<file path="src/swc_cfg.svh">
`ifndef SWC_CFG_SVH
`define SWC_CFG_SVH

// ----------------------------------------
// Register map
// ----------------------------------------
`define SWC_ADDR_CTRL 4'h0
`define SWC_ADDR_WAKE_EN 4'h1
`define SWC_ADDR_STATUS 4'h2

`define SWC_CTRL_WDOG_EN 0
`define SWC_CTRL_XTAL 1
`define SWC_CTRL_EXTRST_EN 2
`define SWC_CTRL_GLOBAL_IE 3
`define SWC_CTRL_W 4
`define SWC_CTRL_RST 4'h0
`define SWC_WAKE_EN_RST 8'h00

`define SWC_STAT_TIMEOUT 0
`define SWC_STAT_POWER_DOWN 1
`define SWC_STAT_STATE_LO 2
`define SWC_STAT_STATE_HI 4

// ----------------------------------------
// Wake source positions
// ----------------------------------------
`define SWC_SRC_TIMER_ONE 0
`define SWC_SRC_USART_RX 1
`define SWC_SRC_ADC 2
`define SWC_SRC_PIN_CHANGE 3
`define SWC_SRC_EXT_IRQ_PIN 4
`define SWC_SRC_CAPTURE_ONE 5
`define SWC_SRC_CAPTURE_TWO 6
`define SWC_SRC_SERIAL 7
`define SWC_NUM_SRC 8

// ----------------------------------------
// Timing
// ----------------------------------------
`define SWC_CLK_NS 10
`define SWC_TOSC_NS 10
`define SWC_OST_TOSC 1024
`define SWC_WDOG_CYCLES 18000
`define SWC_VECTOR_ADDR 13'h0004

`endif

</file>
<file path="src/swc_pkg.sv">
`default_nettype none

package swc_pkg;

    typedef enum logic [2:0] {
        swc_st_run = 3'h0,
        swc_st_sleep = 3'h1,
        swc_st_start = 3'h2,
        swc_st_resume = 3'h3,
        swc_st_vector = 3'h4
    } swc_state_t;

endpackage : swc_pkg

`default_nettype wire

</file>
<file path="src/swc_sleep_wake.sv">
// The register addresses and strobed register access were left to the implementer.
`timescale 1ns/1ns
`default_nettype none
`include "swc_cfg.svh"

// Notes on behaviour
// - Sleep is entered only by the sleep instruction, never by writes.
// - Sleep entry clears the watchdog, which keeps running while asleep.
// - Sleep entry clears the power-down flag and sets the time-out flag.
// - Main oscillator driver off in sleep; timer-one oscillator keeps running.
// - I/O pins hold their pre-sleep state throughout sleep.
// - Watchdog reset never drives the external reset pin low.
// - Wake on reset pin, watchdog (if enabled) or enabled interrupt.
// - Power-down flag set at power-up; watchdog wake clears time-out flag.
// - Listed asynchronous-capable peripheral interrupts can wake the device.
// - Clocked peripherals cannot raise wake interrupts during sleep.
// - The next instruction is prefetched while sleep executes.
// - Wake needs the source enable, not the global interrupt enable.
// - After wake run prefetched instruction, then vector if global enable.
// - Every interrupt or watchdog wake-up clears the watchdog; reset-pin wake does not.
// - Pending enabled flag before sleep makes sleep a no-op.
// - Flag arriving during sleep: complete sleep fully, then wake at once.
// - Crystal modes wait 1024 oscillator periods after wake.
module swc_sleep_wake #(
    parameter int unsigned WDOG_CYCLES = `SWC_WDOG_CYCLES
) (
    input wire logic ref_clk,
    input wire logic rstn,
    input wire logic [3:0] reg_addr,
    input wire logic [7:0] reg_wdata,
    input wire logic reg_wr,
    input wire logic reg_rd,
    output logic [7:0] reg_rdata,
    input wire logic sleep_exec,
    input wire logic watchdog_clear_instruction,
    input wire logic external_reset_pin_n,
    input wire logic [7:0] irq_flags,
    input wire logic timer_one_async,
    input wire logic usart_sync_slave,
    input wire logic adc_rc_clock,
    input wire logic sync_serial_port_slave,
    output logic wake_request,
    output logic osc_driver_en,
    output logic timer_one_osc_en,
    output logic io_hold,
    output logic core_halt,
    output logic prefetch_next,
    output logic exec_prefetched,
    output logic vector_request,
    output logic [12:0] vector_address,
    output logic device_reset,
    output logic external_reset_pin_oe_n,
    output logic watchdog_clear,
    output logic watchdog_running,
    output logic sleep_was_nop,
    output logic timeout_flag,
    output logic power_down_flag
);

    // ----------------------------------------
    // Timing
    // ----------------------------------------
    localparam int OST_NS = `SWC_OST_TOSC * `SWC_TOSC_NS;
    localparam int OST_CYC = (OST_NS + `SWC_CLK_NS - 1) / `SWC_CLK_NS;
    localparam logic [10:0] OST_LAST = 11'(OST_CYC - 1);

    function automatic logic wake_or(
        input logic [7:0] flags,
        input logic [7:0] en,
        input logic [7:0] ok
    );
        wake_or = |(flags & en & ok);
    endfunction : wake_or

    // ----------------------------------------
    // Registers and state
    // ----------------------------------------
    swc_pkg::swc_state_t state;
    swc_pkg::swc_state_t next_state;
    logic [`SWC_CTRL_W-1:0] ctrl;
    logic [7:0] wake_en, wake_ok;
    logic pend_any, pend_q, pin_s1, pin_s2, pin_s3, pin_lvl;
    logic ext_rst, dog_en, dog_timeout, dog_wake, dog_clr, entry, wake_ev;
    logic [10:0] ost_cnt;

    assign dog_en = ctrl[`SWC_CTRL_WDOG_EN];
    assign dog_wake = dog_en && dog_timeout;
    assign ext_rst = ctrl[`SWC_CTRL_EXTRST_EN] && !pin_lvl;

    // ----------------------------------------
    // Register port
    // ----------------------------------------
    // status is read-only
    always_ff @(posedge ref_clk) begin
        if (!rstn) begin
            ctrl <= `SWC_CTRL_RST;
        end else if (reg_wr && reg_addr == `SWC_ADDR_CTRL) begin
            ctrl <= reg_wdata[`SWC_CTRL_W-1:0];
        end
    end
    always_ff @(posedge ref_clk) begin
        if (!rstn) begin
            wake_en <= `SWC_WAKE_EN_RST;
        end else if (reg_wr && reg_addr == `SWC_ADDR_WAKE_EN) begin
            wake_en <= reg_wdata;
        end
    end
    always_ff @(posedge ref_clk) begin
        if (!rstn || !reg_rd) begin
            reg_rdata <= 8'h00;
        end else begin
            case (reg_addr)
                `SWC_ADDR_CTRL: reg_rdata <= 8'(ctrl);
                `SWC_ADDR_WAKE_EN: reg_rdata <= wake_en;
                `SWC_ADDR_STATUS: begin
                    reg_rdata <= 8'h00;
                    reg_rdata[`SWC_STAT_TIMEOUT] <= timeout_flag;
                    reg_rdata[`SWC_STAT_POWER_DOWN] <= power_down_flag;
                    reg_rdata[`SWC_STAT_STATE_HI:`SWC_STAT_STATE_LO]
                        <= state;
                end
                default: reg_rdata <= 8'h00;
            endcase
        end
    end

    // ----------------------------------------
    // Reset pin synchroniser
    // ----------------------------------------
    always_ff @(posedge ref_clk) begin
        if (!rstn) begin
            {pin_s3, pin_s2, pin_s1} <= 3'h7;
        end else begin
            {pin_s3, pin_s2, pin_s1} <= {pin_s2, pin_s1, external_reset_pin_n};
        end
    end
    always_ff @(posedge ref_clk) begin
        if (!rstn) begin
            pin_lvl <= 1'b1;
        end else if (pin_s2 == pin_s3) begin
            pin_lvl <= pin_s3;
        end
    end

    // ----------------------------------------
    // Wake request
    // ----------------------------------------
    // asynchronous-capable sources
    always_comb begin
        wake_ok = 8'hff;
        wake_ok[`SWC_SRC_TIMER_ONE] = timer_one_async;
        wake_ok[`SWC_SRC_USART_RX] = usart_sync_slave;
        wake_ok[`SWC_SRC_ADC] = adc_rc_clock;
        wake_ok[`SWC_SRC_SERIAL] = sync_serial_port_slave;
    end

    assign pend_any = wake_or(irq_flags, wake_en, 8'hff);
    assign wake_request = wake_or(irq_flags, wake_en, wake_ok);
    always_ff @(posedge ref_clk) begin
        if (!rstn) begin
            pend_q <= 1'b0;
        end else begin
            pend_q <= pend_any;
        end
    end

    // ----------------------------------------
    // Sequencer
    // ----------------------------------------
    // entry only by instruction
    assign entry = state == swc_pkg::swc_st_run && sleep_exec && !pend_q
        && !ext_rst;
    assign wake_ev = state == swc_pkg::swc_st_sleep && !ext_rst
        && (wake_request || dog_wake);

    always_comb begin
        next_state = state;
        case (state)
            swc_pkg::swc_st_run: next_state = entry
                ? swc_pkg::swc_st_sleep : swc_pkg::swc_st_run;
            swc_pkg::swc_st_sleep: next_state = !wake_ev ? state
                : ctrl[`SWC_CTRL_XTAL] ? swc_pkg::swc_st_start
                : swc_pkg::swc_st_resume;
            swc_pkg::swc_st_start: next_state = ost_cnt == OST_LAST
                ? swc_pkg::swc_st_resume : swc_pkg::swc_st_start;
            swc_pkg::swc_st_resume: next_state = ctrl[`SWC_CTRL_GLOBAL_IE]
                ? swc_pkg::swc_st_vector : swc_pkg::swc_st_run;
            swc_pkg::swc_st_vector: next_state = swc_pkg::swc_st_run;
            default: next_state = swc_pkg::swc_st_run;
        endcase
        if (ext_rst) begin
            next_state = swc_pkg::swc_st_run;
        end
    end

    always_ff @(posedge ref_clk) begin
        if (!rstn) begin
            state <= swc_pkg::swc_st_run;
        end else begin
            state <= next_state;
        end
    end
    always_ff @(posedge ref_clk) begin
        ost_cnt <= (!rstn || state != swc_pkg::swc_st_start) ? 11'h000
            : ost_cnt + 11'h001;
    end

    // ----------------------------------------
    // Status flags
    // ----------------------------------------
    always_ff @(posedge ref_clk) begin
        if (!rstn) begin
            power_down_flag <= 1'b1;
            timeout_flag <= 1'b1;
        end else if (entry) begin
            power_down_flag <= 1'b0;
            timeout_flag <= 1'b1;
        end else if (!ext_rst && dog_timeout
            && (state == swc_pkg::swc_st_run || dog_wake)) begin
            timeout_flag <= 1'b0;
        end
    end

    // ----------------------------------------
    // Watchdog
    // ----------------------------------------
    // clear sources
    assign dog_clr = entry || wake_ev || watchdog_clear_instruction;

    swc_watchdog #(.TIMEOUT(WDOG_CYCLES)) u_watchdog (
        .ref_clk(ref_clk),
        .rstn(rstn),
        .enable(dog_en),
        .clear(dog_clr),
        .timeout(dog_timeout)
    );

    always_ff @(posedge ref_clk) begin
        if (!rstn) begin
            watchdog_clear <= 1'b0;
            sleep_was_nop <= 1'b0;
            device_reset <= 1'b0;
            vector_address <= 13'h0000;
        end else begin
            watchdog_clear <= dog_clr;
            // pending flag turns sleep into no-op
            sleep_was_nop <= state == swc_pkg::swc_st_run && sleep_exec
                && pend_q;
            device_reset <= ext_rst
                || (state == swc_pkg::swc_st_run && dog_timeout);
            vector_address <= `SWC_VECTOR_ADDR;
        end
    end

    // ----------------------------------------
    // Core and pad controls
    // ----------------------------------------
    // watchdog runs in every state
    assign watchdog_running = dog_en;
    assign osc_driver_en = state != swc_pkg::swc_st_sleep;
    assign timer_one_osc_en = 1'b1;
    assign io_hold = state == swc_pkg::swc_st_sleep
        || state == swc_pkg::swc_st_start;
    assign core_halt = io_hold;
    assign prefetch_next = state == swc_pkg::swc_st_run && sleep_exec;
    assign exec_prefetched = state == swc_pkg::swc_st_resume;
    assign vector_request = state == swc_pkg::swc_st_vector;
    assign external_reset_pin_oe_n = 1'b1;
endmodule : swc_sleep_wake

`default_nettype wire

</file>
<file path="src/swc_watchdog.sv">
`timescale 1ns/1ns
`default_nettype none
`include "swc_cfg.svh"

module swc_watchdog #(
    parameter int unsigned TIMEOUT = `SWC_WDOG_CYCLES,
    parameter int unsigned CW = $clog2(TIMEOUT) + 1
) (
    input wire logic ref_clk,
    input wire logic rstn,
    input wire logic enable,
    input wire logic clear,
    output logic timeout
);

    // ----------------------------------------
    // Prescaler, count and postscaler as one
    // ----------------------------------------
    localparam logic [CW-1:0] LAST = CW'(TIMEOUT - 1);

    logic [CW-1:0] count;

    always_ff @(posedge ref_clk) begin
        if (!rstn || clear || !enable) begin
            count <= '0;
        end else if (count == LAST) begin
            count <= '0;
        end else begin
            count <= count + 1'b1;
        end
    end

    always_ff @(posedge ref_clk) begin
        if (!rstn || clear || !enable) begin
            timeout <= 1'b0;
        end else begin
            timeout <= (count == LAST);
        end
    end

endmodule : swc_watchdog

`default_nettype wire

</file>
<file path="config.mk">
export PLATFORM = sky130hd
export DESIGN_NAME = swc_sleep_wake
export DESIGN_NICKNAME = d
export VERILOG_FILES = /design/src/swc_pkg.sv /design/src/swc_sleep_wake.sv /design/src/swc_watchdog.sv
export VERILOG_INCLUDE_DIRS = /design/src
export SDC_FILE = /design/constraint.sdc
export NUM_CORES = 1
export LEC_CHECK = 0
export ABC_AREA = 1
export CAP_MARGIN = 10
export CELL_PAD_IN_SITES_DETAIL_PLACEMENT = 1
export CELL_PAD_IN_SITES_GLOBAL_PLACEMENT = 2
export CORE_MARGIN = 1
export CORE_UTILIZATION = 37
export DETAILED_ROUTE_END_ITERATION = 16
export DONT_BUFFER_PORTS = 1
export GPL_TIMING_DRIVEN = 0
export PLACE_DENSITY_LB_ADDON = 0.1
export SYNTH_ARGS = -nofsm -noshare
export SYNTH_HDL_FRONTEND = slang
export SYNTH_SLANG_ARGS = --single-unit
</file>
<file path="constraint.sdc">
create_clock -name ref_clk -period 4.2 [get_ports ref_clk]
set_input_delay 0.63 -clock ref_clk [delete_from_list [all_inputs] [get_ports ref_clk]]
set_output_delay 0.63 -clock ref_clk [all_outputs]
set_load 0.05 [all_outputs]
</file>
After elaboration in Yosys (flattened, before gate mapping). Index checks and enable logic that the tools add are counted.

Memories kept: 0. RAM bits: 0. Input bits: 31. ROM bits: 0. Output and inout port bits: 36. Bits in latches: 0. Register bits after elaboration: 74. Word-level logic and storage cells: 79.

Magnitude comparators: 0. Add/sub/neg operators: 2. Bitwise operators: 3. Mux-type cells: 8. Multipliers: 0. Divide/modulo/power cells: 0. Shift operators: 0. Equal/unequal tests: 12. Reduce and logical (&&, ||, !) cells: 36.

Operators with widths (count): $pmux W8 S3 (1); $add A16 B1 Y16 const B (1); $and A8 B8 Y8 (2); $eq A16 B15 Y1 const B (1); $reduce_or A8 Y1 (2); $logic_and A1 B1 Y1 (13); $pmux W3 S4 (1); $add A11 B1 Y11 const B (1); $eq A11 B10 Y1 const B (1); $logic_or A1 B1 Y1 (10); $mux W3 (3); $eq A3 B2 Y1 const B (2); $logic_not A1 Y1 (6); $reduce_or A2 Y1 (3); $eq A4 B1 Y1 const B (1); $eq A4 B2 Y1 const B (1); $logic_not A4 Y1 (1); $eq A3 B1 Y1 const B (1); $eq A3 B3 Y1 const B (1); $logic_not A3 Y1 (1); $mux W1 (3); $ne A3 B1 Y1 const B (1); $ne A3 B2 Y1 const B (1); $ne A2 B2 Y1 const B (1); other kinds (2) (2).

Longest topological paths before layout. Gate-level depths: netlist (run 1).

Depth after elaboration: 10. Mapped depth: 9. Mapped depth without buffers: 8.

By module. A second synthesis (run 1) with hierarchy kept.

Cell total of the unflattened synthesis: 382. Area total of the unflattened synthesis: 2872.8 µm².

By module, submodules not included: swc_sleep_wake (cells each 254, instances 1, area an instance 1964.4 µm², sequential area each 900.9 µm²); swc_watchdog (cells each 128, instances 1, area an instance 908.4 µm², sequential area each 340.3 µm²).

Least setup slack after synthesis (run 1). No wires, ideal clock.

Kind: reg2out. From: register state[0]. To: output port exec_prefetched. Buffers on the path: 0. Data arrival time: 1.564 ns. Required time: 3.570 ns. Setup slack: 2.006 ns. Cell stages (with the launch flop): 3. Path through: dfxtp_1 -> inv_2 -> nor3_1.

Cells in the longest elaborated chain, start to end: 1.

RTL lines: start, declared (RTL line swc_sleep_wake.sv:78) `swc_pkg::swc_state_t state;`; start signal, assigned (RTL line swc_sleep_wake.sv:198) `state <= swc_pkg::swc_st_run;`; start signal, assigned (RTL line swc_sleep_wake.sv:200) `state <= next_state;`; $eq A3 B2 Y1 (RTL line swc_sleep_wake.sv:266) `assign exec_prefetched = state == swc_pkg::swc_st_resume;`; end, declared (RTL line swc_sleep_wake.sv:48) `output logic exec_prefetched,`.

No other way between the ends.

Worst setup path after layout (run 1).
From: register state[0]. To: output port io_hold.

Cells in the longest elaborated chain, start to end: 2. Elaborated cells on any way between the ends: 3. Classes of those cells: 2 x eq/ne; 1 x reduce/logical.

RTL lines: $eq A3 B1 Y1 / $eq A3 B2 Y1 (equally long branches) (RTL line swc_sleep_wake.sv:262, swc_sleep_wake.sv:263); $logic_or A1 B1 Y1 (*) (RTL line swc_sleep_wake.sv:263) `|| state == swc_pkg::swc_st_start;`; end, declared (RTL line swc_sleep_wake.sv:45) `output logic io_hold,`.

Every way passes the cells marked *; elsewhere a longest branch is shown, timed or not.

==> impl_metrics.tcl, run 1 <==
set metrics [dict create \
    p_per_area_nw_per_um2 386 \
    ys.flop_type "dfxtp_1" \
    cts_tree "done" \
    yosysMostFrequentCell "dfxtp_1" \
    worstPathCellList "inv_2, nor3_2, inv_2, nand2_1, buf_4" \
    cts_resized 0 \
    holdWs_ns 0.325 \
    yosysWarnings 0 \
    fin_crit_sh_pct 62.3 \
    num_antenna_cells 0 \
    synth_common_cells "62 x dfxtp_1, 56 x nand2_1, 51 x nor2_1, 46 x inv_1" \
    hold_viol_final 0 \
    cpMaxStageDelayCell "nand2_1" \
    cpPeakStageDelay_ns 0.45 \
    critical-path-top-delay-family "simple AND/OR/NAND/NOR gates" \
    cts_hold_buf 0 \
    viasPerCell 4.58 \
    drv_slew 0 \
    cts.path.max_buffers 2 \
    rsz0062_at_grt "false" \
    design.die.area_um2 7790 \
    worst_ep_arrival_time_ns 1.99 \
    grt_pass1_vias 2239 \
    relSlewSlack_pct 35.4 \
    fmax_mhz 382 \
    placementRows 31 \
    wl_um 6350 \
    htreeDepth 3 \
    drt-initial-drc-count 40 \
    power_mw 1.19 \
    finClkSkew_ns 0.00697 \
    crit_required_ns 3.57 \
    drtAntennaViolNets 0 \
    synth_cell_types 32 \
    period_needed_ns 2.62 \
    finalSetupViolCount 0 \
    gp_congestion 0.784 \
    synth_top_cell_area_share_pct 45.1 \
    p_leak_nw 1.23 \
    tritoncts.num_buffers 9 \
    drtPass1Iterations 4 \
    overflow 0 \
    cp_max_fo 4 \
    cts.sinks 62 \
    start_kind "flip-flop" \
    maxCapViolations 0 \
    setup_tns_ns 0 \
    antenna_found_initial 0 \
    cts_setup_buffers 0 \
    clkLatencyLatePin_ns 0.33 \
    grt_first_pass_wirelength_um 10400 \
    ys_ff_latch 62 \
    ys_top_cells_by_area "dfxtp_1 45%, nand2_1 7.6%, nor2_1 7.0%" \
    route.detailed.drc 0 \
    grt_start_max_net_pins 11 \
    ir_drop_mv 0.187 \
    area_growth_pct 12.0 \
    worstHoldPathType "primary input to flip-flop" \
    place_hpwl_um 4970 \
    path_clk_slew_ns 0.06 \
    crit_top_cell "inv_2" \
    netlist_area_um2 2750 \
    port_buffers 0 \
    worst_pin_slew_ns 0.966 \
    synthCells 361 \
    ys_seq_area_share_pct 45.1 \
    wl_per_cell_um 13.0 \
    status "finished clean" \
    critical_path_class "flip-flop to primary output" \
    die_x_um 88.3 \
    grt_util_all_layers_pct 17.7 \
    async_flop_share_pct 0 \
    final_nets 418 \
    die_height_um 88.3 \
    pin_count 67 \
    yosys.area.top_type "dfxtp_1" \
    synth-edff-count 0 \
    cp-end-kind "primary output" \
    critPathBufInv 3 \
    start_util_pct 38.2 \
    vias 2233 \
    avgSynthCellArea_um2 7.63 \
    layout-drive-gt1-share_pct 12.3 \
    core_um2 7210 \
    cts-root-buf "clkbuf_8" \
]
==> state kept, by name, summed over array words and instances, names as in the netlist <==
signal / count
pin_s1: 1
u_watchdog.count: 16
sleep_was_nop: 1
timeout_flag: 1
power_down_flag: 1
state: 3
pin_s2: 1
pin_s3: 1
ctrl: 4
pin_lvl: 1
pend_q: 1
device_reset: 1
u_watchdog.timeout: 1
reg_rdata: 8
ost_cnt: 11
watchdog_clear: 1
wake_en: 8
vector_address: 1
==> report_power, final <==
part | total, mW | switching (mW) | internal (mW)
Clock | 0.416 | 0.206 | 0.210
Sequential | 0.621 | 0.0213 | 0.600
Combinational | 0.154 | 0.120 | 0.0342
Total | 1.19 | 0.347 | 0.843
==> metal layers <==
layer  routed length, um  track usage (%)  part of all wire (%)  vias up
met4                  94             7.92                   1.5        0
met3                 240             4.48                   3.8        8
met5                   0                0                     0        -
met2                2970             27.8                    47       39
li1                    -                -                     -     1170
met1                3040             23.0                    48     1016
==> final cells by class <==
type	count	area [um^2]
clock inverter	2	10.0
buffer	19	143
timing repair buffer	1	7.51
fill	954	4130
tap	99	124
clock buffer	13	139
multi-input combinational	242	1230
sequential	62	1240
inverter	50	188
==> per-stage QoR <==
stage | std cells | setup slack, ns | instance area, um^2 | utilization (%)
floorplan | 373 | 2.01 | 2800 | -
global placement | 472 | 1.92 | 2920 | 40.5
detailed placement | 473 | 1.93 | 2930 | 40.7
CTS | 488 | 1.56 | 3080 | 42.7
global route | 488 | 1.48 | 3080 | 42.7
finish | 488 | 1.58 | 3080 | 42.7
==> cell families after synthesis <==
group | count (synthesis) | synth area share (%)
other | 2 | 0.273
xor gates and xnor gates | 16 | 5.09
adders and majority gates | 2 | 0.909
AOI/OAI and AO/OA | 46 | 9.23
and+or+nand+nor | 164 | 27.4
DFF | 62 | 45.1
buffers and inverters | 69 | 12.0
==> layout by cell type (no fill, tap or decap) <==
cell / netlist / layout
o21ai_0: 14 / 14
nand3_1: 24 / 24
o22ai_1: 1 / 1
o21a_1: 1 / 1
nand4_1: 3 / 3
buf_6: 2 / 2
nand3b_1: 1 / 1
nor2_4: 3 / 3
o221ai_1: 2 / 2
nand2_1: 56 / 56
nand2_2: 1 / 1
nor2_2: 3 / 3
nand3_2: 1 / 1
o31ai_1: 1 / 1
conb_1: 2 / 14
o211ai_1: 1 / 1
nor3_1: 14 / 13
dfxtp_1: 62 / 62
nor3_2: 2 / 3
clkinv_2: 0 / 2
xor2_1: 10 / 10
buf_4: 15 / 16
inv_2: 4 / 4
a22o_1: 2 / 2
or2_2: 3 / 3
clkbuf_8: 0 / 9
nor3b_1: 1 / 1
xnor2_1: 6 / 6
nand4_4: 1 / 1
nor2_1: 51 / 51
clkbuf_1: 2 / 6
a21oi_1: 24 / 24
inv_1: 46 / 46
ha_1: 2 / 2
==> worst reg2reg max path, cell delays in order, from the launching register on <==
cell	delay [ns]
dfxtp_1	0.35
inv_1	0.14
nand3_1	0.09
nor2_1	0.73
nand3_1	0.23
nand2_1	0.13
nor2_1	0.05
a21oi_1	0.11
==> path summary, 6_finish.rpt <==
| kind | start | endpoint | slack, ns | depth (start not counted) |
|---|---|---|---|---|
| max | state[0] | io_hold | 1.58 | 5 |
| min | rstn | vector_address[2] | 0.33 | 0 |
| max reg2reg | state[1] | state[0] | 2.31 | 7 |
| min reg2reg | pin_s1 | pin_s2 | 0.42 | 1 |
Note: power is estimated with default switching activity, not from simulation.
==> run 2: changes to the inputs <==
--- a/config.mk
+++ b/config.mk
@@ -6,12 +6,12 @@
 export SDC_FILE = /design/constraint.sdc
 export NUM_CORES = 1
 export LEC_CHECK = 0
-export ABC_AREA = 1
+export ABC_AREA = 0
 export CAP_MARGIN = 10
 export CELL_PAD_IN_SITES_DETAIL_PLACEMENT = 1
 export CELL_PAD_IN_SITES_GLOBAL_PLACEMENT = 2
 export CORE_MARGIN = 1
-export CORE_UTILIZATION = 37
+export CORE_UTILIZATION = 38
 export DETAILED_ROUTE_END_ITERATION = 16
 export DONT_BUFFER_PORTS = 1
 export GPL_TIMING_DRIVEN = 0
==> constraint.sdc (replaced) <==
create_clock -name ref_clk -period 2.64 [get_ports ref_clk]
set_input_delay 0.396 -clock ref_clk [delete_from_list [all_inputs] [get_ports ref_clk]]
set_output_delay 0.396 -clock ref_clk [all_outputs]
set_load 0.05 [all_outputs]
==> impl_metrics.tcl, run 2 <==
set metrics [dict create \
    top_register "u_watchdog.count" \
    vias 2082 \
    synth_compound_area_share_pct 7.27 \
    finalSetupViolCount 0 \
    synthXorXnorAreaFrac_pct 5.90 \
    cts.path.max_buffers 2 \
    route.detailed.drc 0 \
    fmax_mhz 420 \
    cts_hold_buf 0 \
    overflow 0 \
    ys_seq_area_share_pct 44.0 \
    start_kind "flip-flop" \
    clkLatencyLatePin_ns 0.34 \
    core_um2 7210 \
    placementRows 31 \
    worstPathCellList "or2b_1, a21oi_2, buf_4" \
    yosys.area_share.simple_pct 29.2 \
    critPathBufInv 1 \
    largest_register_ffs 16 \
    ys.flop_type "dfxtp_1" \
    finClkSkew_ns 0.00705 \
    cts_resized 1 \
    area_growth_pct 11.8 \
    critical-path-top-delay-family "compound AO/OA/AOI/OAI gates" \
    largest_registers "u_watchdog.count: 16 flops, ost_cnt: 11 flops" \
    timing.final.ws_setup_ns 0.261 \
    worst_pin_slew_ns 0.913 \
    ir_drop_mv 0.251 \
    ys_ff_latch 62 \
    maxCapViolations 0 \
    synth_top_family_by_area "simple AND/OR/NAND/NOR gates" \
    htreeDepth 3 \
    design.die.area_um2 7780 \
    yosysMostFrequentCell "dfxtp_1" \
    relSlewSlack_pct 38.9 \
    drv_slew 0 \
    setup_tns_ns 0 \
    period_needed_ns 2.38 \
    synth_top_cell_area_share_pct 44.0 \
    gp_congestion 0.765 \
    cp_max_fo 7 \
    wl_per_cell_um 15.2 \
    status "finished clean" \
    cpPeakStageDelay_ns 0.55 \
    p_per_area_nw_per_um2 579 \
    synth_fa_ha_area_share_pct 0.887 \
    synth-edff-count 0 \
    async_flop_share_pct 0 \
    num_antenna_cells 0 \
    avgSynthCellArea_um2 9.50 \
    cpMaxStageDelayCell "a21oi_2" \
    mostFrequentLayoutCell "dfxtp_1" \
    grt_util_all_layers_pct 17.6 \
    design_area_um2 3160 \
    start_util_pct 39.1 \
    drt-initial-drc-count 49 \
    yosys.area.top_type "dfxtp_1" \
    hold_viol_final 0 \
    drtPass1Iterations 4 \
    ys_top_cells_by_area "dfxtp_1 44%, mux2i_1 5.7%, buf_4 4.3%" \
    layout_common_cells "62 x dfxtp_1, 26 x nor2_1, 19 x nand2_1" \
    layout-drive-gt1-share_pct 17.0 \
    port_buffers 0 \
    place_area_um2 3000 \
    antenna_found_initial 0 \
    nFillCells 876 \
    netlist_area_um2 2820 \
    cts-root-buf "clkbuf_8" \
    synth_common_cells "62 x dfxtp_1, 26 x nor2_1, 19 x nand2_1" \
    place_hpwl_um 4860 \
    cts.sinks 62 \
    yosysWarnings 0 \
    worst_ep_arrival_time_ns 1.98 \
    grt_start_max_net_pins 11 \
    synth.mux.area_fraction_pct 5.67 \
    dp_worst_setup_slack_ns 0.269 \
    viasPerCell 4.92 \
    drtAntennaViolNets 0 \
    synthCells 297 \
    grt_first_pass_wirelength_um 10100 \
    pin_count 67 \
    die_x_um 88.2 \
    wl_um 6450 \
    grt_pass1_vias 2024 \
    final_nets 353 \
    fin_crit_sh_pct 90.1 \
    tritoncts.num_buffers 9 \
    rsz0062_at_grt "false" \
    cp-end-kind "primary output" \
    synth_cell_types 50 \
    path_clk_slew_ns 0.07 \
    cts_tree "done" \
    cts_setup_buffers 0 \
    crit_required_ns 2.24 \
    critical_path_class "flip-flop to primary output" \
    worstHoldPathType "primary input to flip-flop" \
    p_leak_nw 1.21 \
    die_height_um 88.2 \
]
==> run 2: changes by cell type in the layout (fill, tap and decap cells not counted), sizes merged, moves of 14 or more <==
cell | before | now
mux2i | 0 | 16
nor2b | 0 | 14
inv | 50 | 3
nor2 | 57 | 26
a21oi | 24 | 8
nand2 | 57 | 19
==> run 2: path summary, 6_finish.rpt <==
| check | slack (ns) | end | from | cells past startpoint |
|---|---|---|---|---|
| max | 0.26 | io_hold | state[1] | 3 |
| min | 0.08 | vector_address[2] | rstn | 0 |
| max reg2reg | 0.46 | u_watchdog.count[7] | ctrl[0] | 5 |
| min reg2reg | 0.41 | pin_s2 | pin_s1 | 1 |
==> run 2: report_power, final <==
| group | leakage [nW] | total [mW] | internal [mW] | switching, mW |
|---|---|---|---|---|
| sequential | 0.502 | 0.973 | 0.947 | 0.0261 |
| clock | 0.0817 | 0.690 | 0.328 | 0.361 |
| combinational | 0.626 | 0.165 | 0.0471 | 0.118 |
==> run 2: routing by layer <==
metal,vias up,wire length [um],track usage (%)
li1,1052,-,-
met1,961,2970,22.0
met2,63,2970,28.4
met3,6,417,5.00
met4,0,91,7.48
met5,-,0,0
==> run 2: stage by stage <==
step	power [mW]	cells	hold WS (ns)	util [%]
after floorplan	1.14	309	0.386	-
after global placement	1.16	408	0.391	41.5
after detailed placement	1.16	408	0.397	41.5
after CTS	1.86	423	0.0654	43.7
after global routing	1.91	423	0.0611	43.7
final	1.83	423	0.0843	43.7
==> run 2: final cells by class <==
cell class,count,area [um^2],area share [%]
clock buffer,10,128,4.04
inverter,3,11.3,0.357
buffer,24,183,5.79
tap,99,124,3.93
sequential,62,1240,39.3
multi-input combinational,220,1440,45.7
clock inverter,5,27.5,0.872
==> run 2: kinds of logic (layout without fill, tap and decap cells) <==
logic type,Yosys count,count (layout)
AOI/OAI and AO/OA,31,31
xor gates and xnor gates,19,19
adders and majority gates,2,2
buffers and inverters,27,42
DFF,62,62
muxes,16,16
other,2,14
and+or+nand+nor,138,138
